[config.mk]
export PLATFORM = sky130hd
export DESIGN_NAME = dhos_head_ctrl
export DESIGN_NICKNAME = d
export VERILOG_FILES = /design/src/dhos_pkg.sv /design/src/dhos_head_ctrl.sv /design/src/dhos_timer.sv
export SDC_FILE = /design/constraint.sdc
export NUM_CORES = 1
export LEC_CHECK = 0
export BUFFER_PORTS_ARGS = -buffer_cell sky130_fd_sc_hd__buf_2
export CAP_MARGIN = 20
export CORE_MARGIN = 8
export CORE_UTILIZATION = 53
export DETAILED_ROUTE_END_ITERATION = 8
export PLACE_DENSITY = 0.76
export RECOVER_POWER = 25
export SLEW_MARGIN = 20
export SYNTH_ARGS = -nofsm -noshare
export SYNTH_HDL_FRONTEND = slang
export SYNTH_HIERARCHICAL = 1
export SYNTH_SLANG_ARGS = --single-unit
[constraint.sdc]
create_clock -name sys_clk -period 2 [get_ports sys_clk]
set_input_delay 0.2 -clock sys_clk [delete_from_list [all_inputs] [get_ports sys_clk]]
set_output_delay 0.2 -clock sys_clk [all_outputs]
set_load 0.01 [all_outputs]
[src/dhos_pkg.sv]
// Constants, carriers and register map of the head offset and search logic
// Functional notes
// - Offset command 15 octal takes displacement and direction from offset register.
// - Offset start sets positioning active and clears drive ready before motion.
// - Offset done: clear positioning active, set ready, then set attention.
// - Offset code: bit 7 sign, bit 6 unused, bits 5..0 weigh 800..25 uin.
// - A read while offset leaves heads at the offset position.
// - Seek to another cylinder while offset returns to centerline first.
// - Seek preceded by automatic return clears offset register on completion.
// - Read to another track on same cylinder runs at existing offset.
// - Never write while offset; auto return to centerline, then write.
// - Incomplete offset sets seek incomplete and starts automatic recalibrate.
// - Return command 17 octal reaches centerline within 10 ms, then attention.
// - Seek or recalibrate while offset performs automatic return first.
// - Automatic return to centerline never raises attention.
// - Positioning error during return sets seek incomplete, then recalibrates.
// - Search 31 octal compares sector counter to desired sector, attention on match.
// - Attention flags sector match only for search, not read or write.
// - No match within two index pulses sets operation incomplete.
package dhos_pkg;
  localparam int unsigned DHOS_CLK_HZ = 100_000_000;
  localparam int unsigned DHOS_RTC_TIME_MS = 10;
  localparam int unsigned DHOS_SEEK_TIME_MS = 50;
  localparam int unsigned DHOS_RECAL_TIME_MS = 500;
  localparam int unsigned DHOS_CYC_PER_MS = DHOS_CLK_HZ / 1000;
  localparam int unsigned DHOS_RTC_CYCLES = DHOS_RTC_TIME_MS * DHOS_CYC_PER_MS;
  localparam int unsigned DHOS_SEEK_CYCLES = DHOS_SEEK_TIME_MS * DHOS_CYC_PER_MS;
  localparam int unsigned DHOS_RECAL_CYCLES = DHOS_RECAL_TIME_MS * DHOS_CYC_PER_MS;
  localparam int DHOS_TMR_W = 26;
  localparam int DHOS_AW = 3;
  localparam int DHOS_DW = 16;
  localparam int DHOS_CYL_W = 10;
  localparam int DHOS_SEC_W = 5;
  localparam int DHOS_TRK_W = 5;
  // Register indices
  localparam logic [2:0] DHOS_REG_CTRL = 3'h0;
  localparam logic [2:0] DHOS_REG_STATUS = 3'h1;
  localparam logic [2:0] DHOS_REG_OFFSET = 3'h2;
  localparam logic [2:0] DHOS_REG_SECTRK = 3'h3;
  localparam logic [2:0] DHOS_REG_CYL = 3'h4;
  localparam logic [2:0] DHOS_REG_CURCYL = 3'h5;
  // Function codes, go bit included as bit 0
  localparam logic [5:0] DHOS_FN_SEEK = 6'h05;
  localparam logic [5:0] DHOS_FN_RECAL = 6'h07;
  localparam logic [5:0] DHOS_FN_OFFSET = 6'h0d;
  localparam logic [5:0] DHOS_FN_RTC = 6'h0f;
  localparam logic [5:0] DHOS_FN_SEARCH = 6'h19;
  localparam logic [5:0] DHOS_FN_WRITE = 6'h31;
  localparam logic [5:0] DHOS_FN_READ = 6'h39;
  localparam int DHOS_GO_BIT = 0;
  // Status bit positions
  localparam int DHOS_ST_ATTENTION_LINE = 0;
  localparam int DHOS_ST_SEEK_INC = 1;
  localparam int DHOS_ST_OP_INC = 2;
  localparam int DHOS_ST_READY = 3;
  localparam int DHOS_ST_ACTIVE = 4;
  localparam int DHOS_ST_OFFSET = 5;
  // Offset code and sector/track fields
  localparam int DHOS_OFF_SIGN = 7;
  localparam int DHOS_OFF_MAG_HI = 5;
  localparam int DHOS_SEC_LO = 0;
  localparam int DHOS_TRK_LO = 8;
  localparam logic [1:0] DHOS_INDEX_LIMIT = 2'h2;
  typedef enum logic [1:0] {DHOS_K_OFFSET, DHOS_K_RTC, DHOS_K_SEEK, DHOS_K_RECAL} dhos_kind_t;
  typedef struct packed {
    dhos_kind_t kind;
    logic [DHOS_CYL_W-1:0] cyl;
    logic off_sign;
    logic [DHOS_OFF_MAG_HI:0] off_mag;
  } dhos_pos_cmd_t;
  typedef struct packed {
    logic write;
    logic [DHOS_TRK_W-1:0] track;
    logic [DHOS_SEC_W-1:0] sector;
  } dhos_xfer_t;
endpackage : dhos_pkg

[src/dhos_head_ctrl.sv]
// Head offset, return to centerline and sector search sequencer
//
// Design decisions made here: the placing of the registers and strobed register access.
`timescale 1ns/10ps
module dhos_head_ctrl import dhos_pkg::*; #(
  parameter int unsigned RTC_CYCLES = DHOS_RTC_CYCLES,
  parameter int unsigned SEEK_CYCLES = DHOS_SEEK_CYCLES,
  parameter int unsigned RECAL_CYCLES = DHOS_RECAL_CYCLES
) (
  input wire logic sys_clk, // 100 MHz clock
  input wire logic reset_n, // Synchronous reset
  input wire logic [DHOS_AW-1:0] addr, // Register index
  input wire logic [DHOS_DW-1:0] wr_data, // Write data
  input wire logic wr_en, // Write strobe
  input wire logic rd_en, // Read strobe
  output logic [DHOS_DW-1:0] rd_data, // Read data, cycle after strobe
  input wire logic pos_done_pin, // Positioner settled
  input wire logic pos_fault_pin, // Positioner error
  input wire logic xfer_done_pin, // Read or write finished
  input wire logic index_pin, // Index pulse
  input wire logic [DHOS_SEC_W-1:0] sector_count_pin, // Rotating sector counter
  output logic pos_go, // One-cycle move request
  output dhos_pos_cmd_t pos_cmd, // Move kind and target
  output logic xfer_go, // One-cycle transfer request
  output dhos_xfer_t xfer_cmd, // Transfer target
  output logic attention_line, // Attention to controller
  output logic drive_ready_flag, // Drive ready
  output logic positioning_active // Positioning in progress
);
  if (RTC_CYCLES < 1 || SEEK_CYCLES < 1 || RECAL_CYCLES < 1 ||
      RECAL_CYCLES >= (64'd1 << DHOS_TMR_W) || SEEK_CYCLES >= (64'd1 << DHOS_TMR_W) ||
      RTC_CYCLES >= (64'd1 << DHOS_TMR_W)) begin : g_bad_time
    $error("dhos_head_ctrl: timeout counts out of range");
  end

  typedef enum logic [2:0] {ST_IDLE, ST_MOVE, ST_WAIT, ST_XFER, ST_SEARCH, ST_FIN} dhos_state_t;

  localparam int SW = 4 + DHOS_SEC_W;
  logic [SW-1:0] sync1;
  logic [SW-1:0] sync2;
  logic [3:0] sync3;
  logic pos_done_rise;
  logic pos_fault;
  logic xfer_done_rise;
  logic index_rise;
  logic [DHOS_SEC_W-1:0] sector_now;

  dhos_state_t state;
  logic [5:0] cmd_fn;
  logic cmd_pend;
  dhos_kind_t kind;
  logic auto_rtc;
  logic clear_off;
  logic heads_offset;
  logic [DHOS_CYL_W-1:0] cur_cyl;
  logic [1:0] fin_step;
  logic fin_attention_line;
  logic [1:0] idx_cnt;
  logic set_attention_line;
  logic set_ski;
  logic set_opi;
  logic off_clear;
  logic tmr_load;
  logic tmr_stop;
  logic [DHOS_TMR_W-1:0] tmr_count;
  logic tmr_expired;
  logic [1:0] err_flags;

  logic [DHOS_OFF_SIGN:0] offset_reg;
  logic [DHOS_SEC_W-1:0] sector_reg;
  logic [DHOS_TRK_W-1:0] track_reg;
  logic [DHOS_CYL_W-1:0] cyl_reg;

  logic go_move;
  logic go_auto;
  logic go_xfer;
  logic go_search;
  dhos_kind_t go_kind;
  logic cyl_differs;
  logic sw_wr_status;
  logic [DHOS_TMR_W-1:0] next_tmr_count;

  // Pins cross in through two flops; edges compare the second stage with a third flop
  always_ff @(posedge sys_clk) begin
    if (!reset_n) begin
      sync1 <= '0;
      sync2 <= '0;
      sync3 <= '0;
    end else begin
      sync1 <= {sector_count_pin, index_pin, xfer_done_pin, pos_fault_pin, pos_done_pin};
      sync2 <= sync1;
      sync3 <= sync2[3:0];
    end
  end

  // Sector counter is sampled bit by bit; the match test sees a stable code
  // only because the counter holds each value for a whole sector time.
  assign pos_done_rise = sync2[0] & ~sync3[0];
  // Fault taken on its rise; a level still in the chain would abort the recalibrate
  assign pos_fault = sync2[1] & ~sync3[1];
  assign xfer_done_rise = sync2[2] & ~sync3[2];
  assign index_rise = sync2[3] & ~sync3[3];
  assign sector_now = sync2[SW-1:4];
  assign cyl_differs = (cyl_reg != cur_cyl);
  assign sw_wr_status = wr_en && (addr == DHOS_REG_STATUS);

  // Dispatch: a pending command either moves the heads, transfers or searches; any other code is dropped.
  // After an automatic return the same command is dispatched again.
  always_comb begin
    go_move = 1'b0;
    go_auto = 1'b0;
    go_xfer = 1'b0;
    go_search = 1'b0;
    go_kind = DHOS_K_RTC;
    unique case (cmd_fn)
      DHOS_FN_OFFSET: begin
        go_move = 1'b1;
        go_kind = DHOS_K_OFFSET;
      end
      DHOS_FN_RTC: begin
        go_move = 1'b1;
      end
      DHOS_FN_SEEK, DHOS_FN_RECAL: begin
        go_move = 1'b1;
        go_auto = heads_offset;
        if (!heads_offset) begin
          go_kind = (cmd_fn == DHOS_FN_SEEK) ? DHOS_K_SEEK : DHOS_K_RECAL;
        end
      end
      DHOS_FN_READ: begin
        if (cyl_differs) begin
          go_move = 1'b1;
          go_auto = heads_offset;
          if (!heads_offset) begin
            go_kind = DHOS_K_SEEK;
          end
        end else begin
          go_xfer = 1'b1;
        end
      end
      DHOS_FN_WRITE: begin
        if (heads_offset || cyl_differs) begin
          go_move = 1'b1;
          go_auto = heads_offset;
          if (!heads_offset) begin
            go_kind = DHOS_K_SEEK;
          end
        end else begin
          go_xfer = 1'b1;
        end
      end
      DHOS_FN_SEARCH: begin
        go_search = 1'b1;
      end
      default: begin
        go_move = 1'b0;
      end
    endcase
  end

  always_comb begin
    unique case (kind)
      DHOS_K_SEEK: next_tmr_count = DHOS_TMR_W'(SEEK_CYCLES);
      DHOS_K_RECAL: next_tmr_count = DHOS_TMR_W'(RECAL_CYCLES);
      default: next_tmr_count = DHOS_TMR_W'(RTC_CYCLES);
    endcase
  end

  // Command sequencer
  always_ff @(posedge sys_clk) begin
    if (!reset_n) begin
      state <= ST_IDLE;
      cmd_fn <= '0;
      cmd_pend <= 1'b0;
      kind <= DHOS_K_RTC;
      auto_rtc <= 1'b0;
      clear_off <= 1'b0;
      heads_offset <= 1'b0;
      cur_cyl <= '0;
      fin_step <= '0;
      fin_attention_line <= 1'b0;
      idx_cnt <= '0;
      set_attention_line <= 1'b0;
      set_ski <= 1'b0;
      set_opi <= 1'b0;
      off_clear <= 1'b0;
      tmr_load <= 1'b0;
      tmr_stop <= 1'b0;
      tmr_count <= '0;
      pos_go <= 1'b0;
      pos_cmd <= '0;
      xfer_go <= 1'b0;
      xfer_cmd <= '0;
      drive_ready_flag <= 1'b1;
      positioning_active <= 1'b0;
    end else begin
      set_attention_line <= 1'b0;
      set_ski <= 1'b0;
      set_opi <= 1'b0;
      off_clear <= 1'b0;
      tmr_load <= 1'b0;
      tmr_stop <= 1'b0;
      pos_go <= 1'b0;
      xfer_go <= 1'b0;
      unique case (state)
        ST_IDLE: begin
          if (cmd_pend) begin
            if (go_move) begin
              positioning_active <= 1'b1;
              drive_ready_flag <= 1'b0;
              kind <= go_kind;
              auto_rtc <= go_auto;
              if (go_auto) begin
                clear_off <= 1'b1;
              end
              state <= ST_MOVE;
            end else if (go_xfer) begin
              // Return before a write must not clear the offset code on a later seek
              clear_off <= 1'b0;
              drive_ready_flag <= 1'b0;
              xfer_go <= 1'b1;
              xfer_cmd <= '{write: (cmd_fn == DHOS_FN_WRITE), track: track_reg,
                            sector: sector_reg};
              state <= ST_XFER;
            end else if (go_search) begin
              drive_ready_flag <= 1'b0;
              idx_cnt <= '0;
              cmd_pend <= 1'b0;
              state <= ST_SEARCH;
            end else begin
              cmd_pend <= 1'b0;
            end
          end else if (wr_en && addr == DHOS_REG_CTRL && wr_data[DHOS_GO_BIT]) begin
            cmd_fn <= wr_data[5:0];
            cmd_pend <= 1'b1;
          end
        end
        ST_MOVE: begin
          pos_go <= 1'b1;
          // sign bit 7, bit 6 dropped
          pos_cmd <= '{kind: kind, cyl: cyl_reg,
                       off_sign: (kind == DHOS_K_OFFSET) & offset_reg[DHOS_OFF_SIGN],
                       off_mag: (kind == DHOS_K_OFFSET) ? offset_reg[DHOS_OFF_MAG_HI:0] : '0};
          tmr_load <= 1'b1;
          tmr_count <= next_tmr_count;
          state <= ST_WAIT;
        end
        ST_WAIT: begin
          if (pos_fault || tmr_expired) begin
            tmr_stop <= 1'b1;
            set_ski <= 1'b1;
            cmd_pend <= 1'b0;
            clear_off <= 1'b0;
            if (kind == DHOS_K_RECAL) begin
              fin_attention_line <= 1'b1;
              fin_step <= '0;
              state <= ST_FIN;
            end else begin
              kind <= DHOS_K_RECAL;
              auto_rtc <= 1'b0;
              state <= ST_MOVE;
            end
          end else if (pos_done_rise) begin
            tmr_stop <= 1'b1;
            fin_step <= '0;
            unique case (kind)
              DHOS_K_OFFSET: begin
                heads_offset <= |offset_reg[DHOS_OFF_MAG_HI:0];
                cmd_pend <= 1'b0;
                fin_attention_line <= 1'b1;
                state <= ST_FIN;
              end
              DHOS_K_RTC: begin
                heads_offset <= 1'b0;
                if (auto_rtc) begin
                  state <= ST_IDLE;
                end else begin
                  cmd_pend <= 1'b0;
                  fin_attention_line <= 1'b1;
                  state <= ST_FIN;
                end
              end
              DHOS_K_SEEK: begin
                cur_cyl <= cyl_reg;
                if (clear_off) begin
                  off_clear <= 1'b1;
                  clear_off <= 1'b0;
                end
                if (cmd_fn == DHOS_FN_SEEK) begin
                  cmd_pend <= 1'b0;
                  fin_attention_line <= 1'b1;
                  state <= ST_FIN;
                end else begin
                  state <= ST_IDLE;
                end
              end
              DHOS_K_RECAL: begin
                cur_cyl <= '0;
                heads_offset <= 1'b0;
                off_clear <= 1'b1;
                clear_off <= 1'b0;
                cmd_pend <= 1'b0;
                fin_attention_line <= 1'b1;
                state <= ST_FIN;
              end
            endcase
          end
        end
        ST_XFER: begin
          if (xfer_done_rise) begin
            cmd_pend <= 1'b0;
            fin_attention_line <= 1'b0;
            fin_step <= '0;
            state <= ST_FIN;
          end
        end
        ST_SEARCH: begin
          fin_step <= '0;
          if (sector_now == sector_reg) begin
            fin_attention_line <= 1'b1;
            state <= ST_FIN;
          end else if (index_rise) begin
            if (idx_cnt == DHOS_INDEX_LIMIT - 2'h1) begin
              set_opi <= 1'b1;
              fin_attention_line <= 1'b0;
              state <= ST_FIN;
            end else begin
              idx_cnt <= idx_cnt + 2'h1;
            end
          end
        end
        ST_FIN: begin
          // active off, ready on, attention last
          fin_step <= fin_step + 2'h1;
          if (fin_step == 2'h0) begin
            positioning_active <= 1'b0;
          end else if (fin_step == 2'h1) begin
            drive_ready_flag <= 1'b1;
          end else begin
            set_attention_line <= fin_attention_line;
            state <= ST_IDLE;
          end
        end
        default: begin
          state <= ST_IDLE;
        end
      endcase
    end
  end

  dhos_timer #(
    .TW(DHOS_TMR_W)
  ) u_timer (
    .sys_clk(sys_clk),
    .reset_n(reset_n),
    .load(tmr_load),
    .count(tmr_count),
    .stop(tmr_stop),
    .expired(tmr_expired)
  );

  // Sticky flags, write one to clear; a set in the same cycle wins
  always_ff @(posedge sys_clk) begin
    if (!reset_n) begin
      attention_line <= 1'b0;
      err_flags <= '0;
    end else begin
      attention_line <= set_attention_line |
        (attention_line & ~(sw_wr_status & wr_data[DHOS_ST_ATTENTION_LINE]));
      err_flags <= {set_opi, set_ski} |
        (err_flags & ~(sw_wr_status ? wr_data[DHOS_ST_OP_INC:DHOS_ST_SEEK_INC] : 2'h0));
    end
  end

  // Software registers; hardware clear of the offset code wins over a write
  always_ff @(posedge sys_clk) begin
    if (!reset_n) begin
      offset_reg <= '0;
      sector_reg <= '0;
      track_reg <= '0;
      cyl_reg <= '0;
    end else begin
      if (off_clear) begin
        offset_reg <= '0;
      end else if (wr_en && addr == DHOS_REG_OFFSET) begin
        offset_reg <= {wr_data[DHOS_OFF_SIGN], 1'b0, wr_data[DHOS_OFF_MAG_HI:0]};
      end
      if (wr_en && addr == DHOS_REG_SECTRK) begin
        sector_reg <= wr_data[DHOS_SEC_LO +: DHOS_SEC_W];
        track_reg <= wr_data[DHOS_TRK_LO +: DHOS_TRK_W];
      end
      if (wr_en && addr == DHOS_REG_CYL) begin
        cyl_reg <= wr_data[DHOS_CYL_W-1:0];
      end
    end
  end

  // Read port; unmapped indices read zero
  always_ff @(posedge sys_clk) begin
    if (!reset_n) begin
      rd_data <= '0;
    end else if (rd_en) begin
      rd_data <= '0;
      unique case (addr)
        DHOS_REG_CTRL: rd_data[5:0] <= cmd_fn;
        DHOS_REG_STATUS: begin
          rd_data[DHOS_ST_ATTENTION_LINE] <= attention_line;
          rd_data[DHOS_ST_OP_INC:DHOS_ST_SEEK_INC] <= err_flags;
          rd_data[DHOS_ST_READY] <= drive_ready_flag;
          rd_data[DHOS_ST_ACTIVE] <= positioning_active;
          rd_data[DHOS_ST_OFFSET] <= heads_offset;
        end
        DHOS_REG_OFFSET: rd_data[DHOS_OFF_SIGN:0] <= offset_reg;
        DHOS_REG_SECTRK: begin
          rd_data[DHOS_SEC_LO +: DHOS_SEC_W] <= sector_reg;
          rd_data[DHOS_TRK_LO +: DHOS_TRK_W] <= track_reg;
        end
        DHOS_REG_CYL: rd_data[DHOS_CYL_W-1:0] <= cyl_reg;
        DHOS_REG_CURCYL: rd_data[DHOS_CYL_W-1:0] <= cur_cyl;
        default: rd_data <= '0;
      endcase
    end else begin
      rd_data <= '0;
    end
  end
endmodule : dhos_head_ctrl

[src/dhos_timer.sv]
// Loadable down counter that flags a positioner move running too long
`timescale 1ns/10ps
module dhos_timer import dhos_pkg::*; #(
  parameter int TW = DHOS_TMR_W
) (
  input wire logic sys_clk, // System clock
  input wire logic reset_n, // Synchronous reset
  input wire logic load, // Start counting
  input wire logic [TW-1:0] count, // Cycles allowed
  input wire logic stop, // Abandon the count
  output logic expired // One-cycle timeout pulse
);
  logic [TW-1:0] remain;
  logic running;

  always_ff @(posedge sys_clk) begin
    if (!reset_n) begin
      remain <= '0;
      running <= 1'b0;
      expired <= 1'b0;
    end else begin
      expired <= 1'b0;
      if (load) begin
        remain <= count;
        running <= 1'b1;
      end else if (stop) begin
        running <= 1'b0;
      end else if (running) begin
        if (remain <= TW'(1)) begin
          running <= 1'b0;
          expired <= 1'b1;
        end else begin
          remain <= remain - TW'(1);
        end
      end
    end
  end
endmodule : dhos_timer

Word level (Yosys, flattened, before mapping)

Index checks and enable logic that the tools add are counted.

ROM bits: 0
Memories: 0
Register bits: 191
Bits of input ports: 32
Word-level logic and storage cells: 296
Output and inout port bits: 51
Bits in latches: 0
Memory bits (writable): 0

Shifts and indexed selects: 0
Magnitude comparators: 1
Equality and inequality tests: 51
Bitwise logic cells: 27
Multipliers: 0
Divide/modulo/power cells: 0
Reductions and logical operators: 50
Mux-type cells: 121
$add $sub $neg: 3

Operator list:

| operator                | number |
|---|---|
| $mux W26                | 4 |
| $mux W1                 | 56 |
| $pmux W26 S2            | 1 |
| $mux W3                 | 15 |
| $mux W2                 | 20 |
| $ne A2 B2 Y1 const B    | 17 |
| $pmux W5 S6             | 1 |
| $le A26 B1 Y1 const B   | 1 |
| $sub A26 B1 Y26 const B | 1 |
| $reduce_and A8 Y1       | 3 |
| $reduce_or A4 Y1        | 6 |
| $ne A3 B3 Y1 const B    | 7 |
| $pmux W10 S2            | 1 |
| $reduce_and A4 Y1       | 5 |
| $pmux W1 S3             | 6 |
| $pmux W3 S6             | 1 |
| $not A1 Y1              | 16 |
| $pmux W2 S4             | 2 |
| $reduce_and A5 Y1       | 3 |
| $pmux W1 S2             | 7 |
| $eq A3 B2 Y1 const B    | 4 |
| $eq A3 B3 Y1 const B    | 4 |
| $eq A6 B3 Y1 const B    | 2 |
| $eq A6 B4 Y1 const B    | 2 |
| 31 further kinds        | 68 |

Longest topological paths before layout

Depth after elaboration: 8
Depth in mapped cells: 8
Depth with buffers taken out: 7

Modules after synthesis

The synthesis kept the hierarchy.

By module, submodules not included:

| module         | area each (sq um) | seq. area each (sq um) | cells each | times used |
|---|---|---|---|---|
| dhos_head_ctrl | 6069.6            | 2822.7                 | 695        | 1 |
| dhos_timer     | 1704.1            | 560.5                  | 199        | 1 |

Worst setup path before layout

Ideal clock, no wire load.

Path type: register -> register
Start: register u_timer.remain[14]
End: register u_timer.remain[21]
Data required time: 1.878 ns
Buffers on the path: 1
Clock period less this slack: 2.140 ns
Slack: -0.140 ns
Data arrival time: 2.018 ns
Setup time: 0.122 ns
Stages on the path, launching flop included: 7
Path through: dfxtp_1 > or4_1 > buf_2 > nor4_4 > a21oi_2 > and3b_1 > o311a_1

Longest elaborated chain between the ends: 5
Elaborated cells on any way between the ends: 8
Those cells by class: add/sub (1); order compare (1); eq/ne (1); mux (4); reduce/logical (1)

RTL lines:

| what                   | line             | source |
|---|---|---|
| from (decl)            | dhos_timer.sv:13 | `logic [TW-1:0] remain;` |
| from (signal assigned) | dhos_timer.sv:24 | `remain <= count;` |
| from (signal assigned) | dhos_timer.sv:33 | `remain <= remain - TW'(1);` |
| $sub A26 B1 Y26        | dhos_timer.sv:33 |  |
| $mux W26               | dhos_timer.sv:29 | `if (remain <= TW'(1)) begin` |
| $mux W26               | dhos_timer.sv:28 | `end else if (running) begin` |
| $mux W26               | dhos_timer.sv:26 | `end else if (stop) begin` |
| $mux W26               | dhos_timer.sv:23 | `if (load) begin` |

Several ways; a longest one is shown, not always the timed one. The select of a mux whose other input is x is not followed.
A chain may end at the register's enable or synchronous reset.

Worst setup path in the final report

Start: register u_timer.remain[24]
End: register u_timer.remain[21]

Longest elaborated chain between the ends: 3

RTL lines:

| what                        | line |
|---|---|
| $le A26 B1 Y1               | dhos_timer.sv:29 |
| $ne A2 B2 Y1 (no line)      | n/a |
| $reduce_and A3 Y1 (no line) | n/a |

Every way passes these cells.

==> impl_metrics.toml <==
[run_status]
outcome = "complete, but fails checks"
violations = "negative setup slack"

[route]
dr.first_iter.drc_count = 693
remaining_drc_errors = 0
wire_per_inst_um = 16.9
route.vias.total = 7153
wirelength_mm = 21.1
per_cell_via_count_in_the_routed_design = 5.72
ant_nets = 0
drt_pre_antenna_iters = 5

[global_routing]
initial_antenna_violation_count = 0
grt_first_pass_wirelength_mm = 34.1
grt.total_usage_pct = 22.6
global_route.usage.met3_pct = 5.10
grt_use_met2_pct = 34.3
grt_busiest_layer = "met2"
globalRouteOverflowTotal = 0
grt.met1_usage_pct = 31.5
grt_pass1_vias = 6841
pin_count_of_the_biggest_net_entering_global_routing = 71

[sta]
timing.fmax_ghz = 0.471
worst_slew_margin_relative_to_its_limit_pct = 14.8
skew_ns = 0.0144
setup_repair_after_global_routing_missed_its_margin = "yes"
tns_ns = -0.625
period_minus_slack_ns = 2.12
fin_ws_ns = -0.123
setup-violations-final = 15
fin_crit_sh_pct = 106
final-hold-violation-count = 0
worstMarginPinSlew_ns = 1.28
final-max-slew-violation-count = 0

[final_layout]
finish.utilization_pct = 67.5
post_route_cells_drive_above_1_share_pct = 22.9
leading_cell_types_in_the_layout_fill_and_taps_excluded = "dfxtp_1, nand2_1, a21oi_1"
flow.area_growth_from_synthesis_pct = 25.2
layout.cells.most_common = "dfxtp_1"
reg.largest.list = "u_timer/remain: 26 flops, pos_cmd: 19 flops, rd_data: 13 flops"
design.final.nets = 1099
largest_register = "u_timer/remain"
antenna_cells_inserted = 0
filler_cell_count = 1177
number_of_flip_flops_in_the_largest_register = 26

[placed_design]
gp_congestion = 0.888
io_buffers = 76
detailedPlace.worstSlack_ns = -0.123
detailedPlacementHpwl_mm = 14.5

[critical_path]
cpLargestDelayFamily = "simple AND/OR/NAND/NOR gates"
worst-setup-path-type = "reg -> reg"
critical-path-slowest-cell = "or4_4"
slowest_delay_ns = 0.55
critPathLaunch = "u_timer/remain[24]"
worst-path-max-fanout = 6
timing.critical_path.depth = 6
rr_worst_depth = 6
cp_num_buf_inv = 1
critPathRequiredTime_ns = 2.31
crit_path_cell_trace = "or4_4, nor4_4, buf_6, a21oi_4, and3b_1, o311a_1"
timing.rr.start = "u_timer/remain[24]"
worstSetupStartpointType = "flip-flop"
critPathArrivalTime_ns = 2.43
worstSetupEndpointType = "flip-flop"

[pwr]
p_per_area_nw_per_um2 = 723
worst_case_vdd_ir_drop_mv = 0.553
leakagePower_nw = 3.82

[synthesis]
synth-main-ff-cell = "dfxtp_1"
async_reset_ff_share_pct = 0
synth-edff-count = 0
netlist_area_um2 = 7770
synthesis.yosys.warnings = 6
synth-seq-area-share_pct = 43.5
synthCells = 894
netlist-cell-type-count = 88
syn_area_per_cell_um2 = 8.70
flip_flop_and_latch_count_after_synthesis = 169

[die]
floorplan.rows = 44
core-area_um2 = 14400
design.die.area_um2 = 18800
io-pin-count = 83
chipHeight_um = 137
die_x_um = 137
start_util_pct = 53.9

[clocking]
numCtsBuffers = 17
tritoncts = "done"
max-clock-path-buffers = 2
numClockSinks = 169
htreeDepth = 4
clockRootBuffer = "clkbuf_16"
worstSkewPairLatency_ns = 0.43
clock_pin_slew_reported_for_the_worst_setup_and_hold_paths_after_clock_tree_synthesis_ns = 0.07

[worst_hold_path]
worst_hold_path.num_cells = 3
worstHoldStart = "wr_data[10]"
worstHoldPathType = "in -> reg"

[job]
cap_violations = 0
## synthesized netlist by cell type (18+ instances only)
cell	instances	area [um^2]
a21oi_1	97	485
and2_1	33	206
clkbuf_1	33	124
dfxtp_1	169	3380
inv_1	22	82.6
mux2i_1	26	260
nand2_1	114	428
nand3_1	20	100
nand4_1	18	113
nor2_1	64	240
o21ai_0	46	230
xnor2_1	26	228
## power breakdown
group | leakage, nW | internal, mW | switching [mW]
clock network | 0.286 | 1.87 | 1.40
logic | 2.17 | 0.136 | 0.217
registers | 1.37 | 3.40 | 0.0204
total | 3.82 | 5.40 | 1.63
## metal layers
metal	routed length, um	vias to the layer above	part of all wire (%)
li1	-	3496	-
met1	9770	3359	46
met2	9450	268	45
met3	1610	30	7.6
met4	265	0	1.3
met5	0	-	0
## final timing paths
path | endpoint | slack, ns
setup / recovery | u_timer/remain[21] | -0.12
hold reg to reg | sync2[2] | 0.43
setup reg to reg | u_timer/remain[21] | -0.12
hold / removal | track_reg[2] | 0.01
## metrics by stage
stage	hold WS, ns	power, mW	std cells	cell area [um^2]
after detailed placement	0.409	3.82	1204	8890
final	0.00960	7.04	1251	9730
after floorplan	0.327	3.68	904	7810
after CTS	0.000639	7.06	1247	9630
after global placement	0.405	3.81	1204	8890
after global routing	0.0152	7.24	1251	9730
## tightest hold or removal path, delay by kind of cell
family          cells  cell delay [ns]
buf+inv             1             0.09
simple gates        1             0.05
compound gates      1             0.05
## logic make-up (layout without fill, tap and decap cells)
logic type | count (synthesis) | in the layout | share of synthesized area, %
compound gates | 223 | 223 | 18.0
xor+xnor | 31 | 31 | 3.49
fa+ha+maj | 13 | 13 | 2.09
buf+inv | 75 | 238 | 4.38
flops | 169 | 169 | 43.5
mux | 31 | 31 | 4.22
other cells | 1 | 11 | 0.0482
simple gates | 351 | 351 | 24.3
## cell type report
cell class	count	area (um^2)	share of cell area, %
multi-input combinational	660	4190	43.1
sequential	169	3390	34.8
timing repair buffer	182	1240	12.7
clock buffer	22	484	4.98
tap	184	230	2.37
clock inverter	10	105	1.08
inverter	24	90.1	0.926
## what timing repair did
action / in CTS / in global routing
endpoints found under the hold margin: 11 / 0
endpoints found under the setup margin: 23 / 49
pin swaps: 0 / 8
hold buffers: 11 / 0
gates resized for setup: 9 / 25
buffers inserted: 0 / 4
cloned: 0 / 1
No activity file was read; power rests on OpenSTA's default activity.
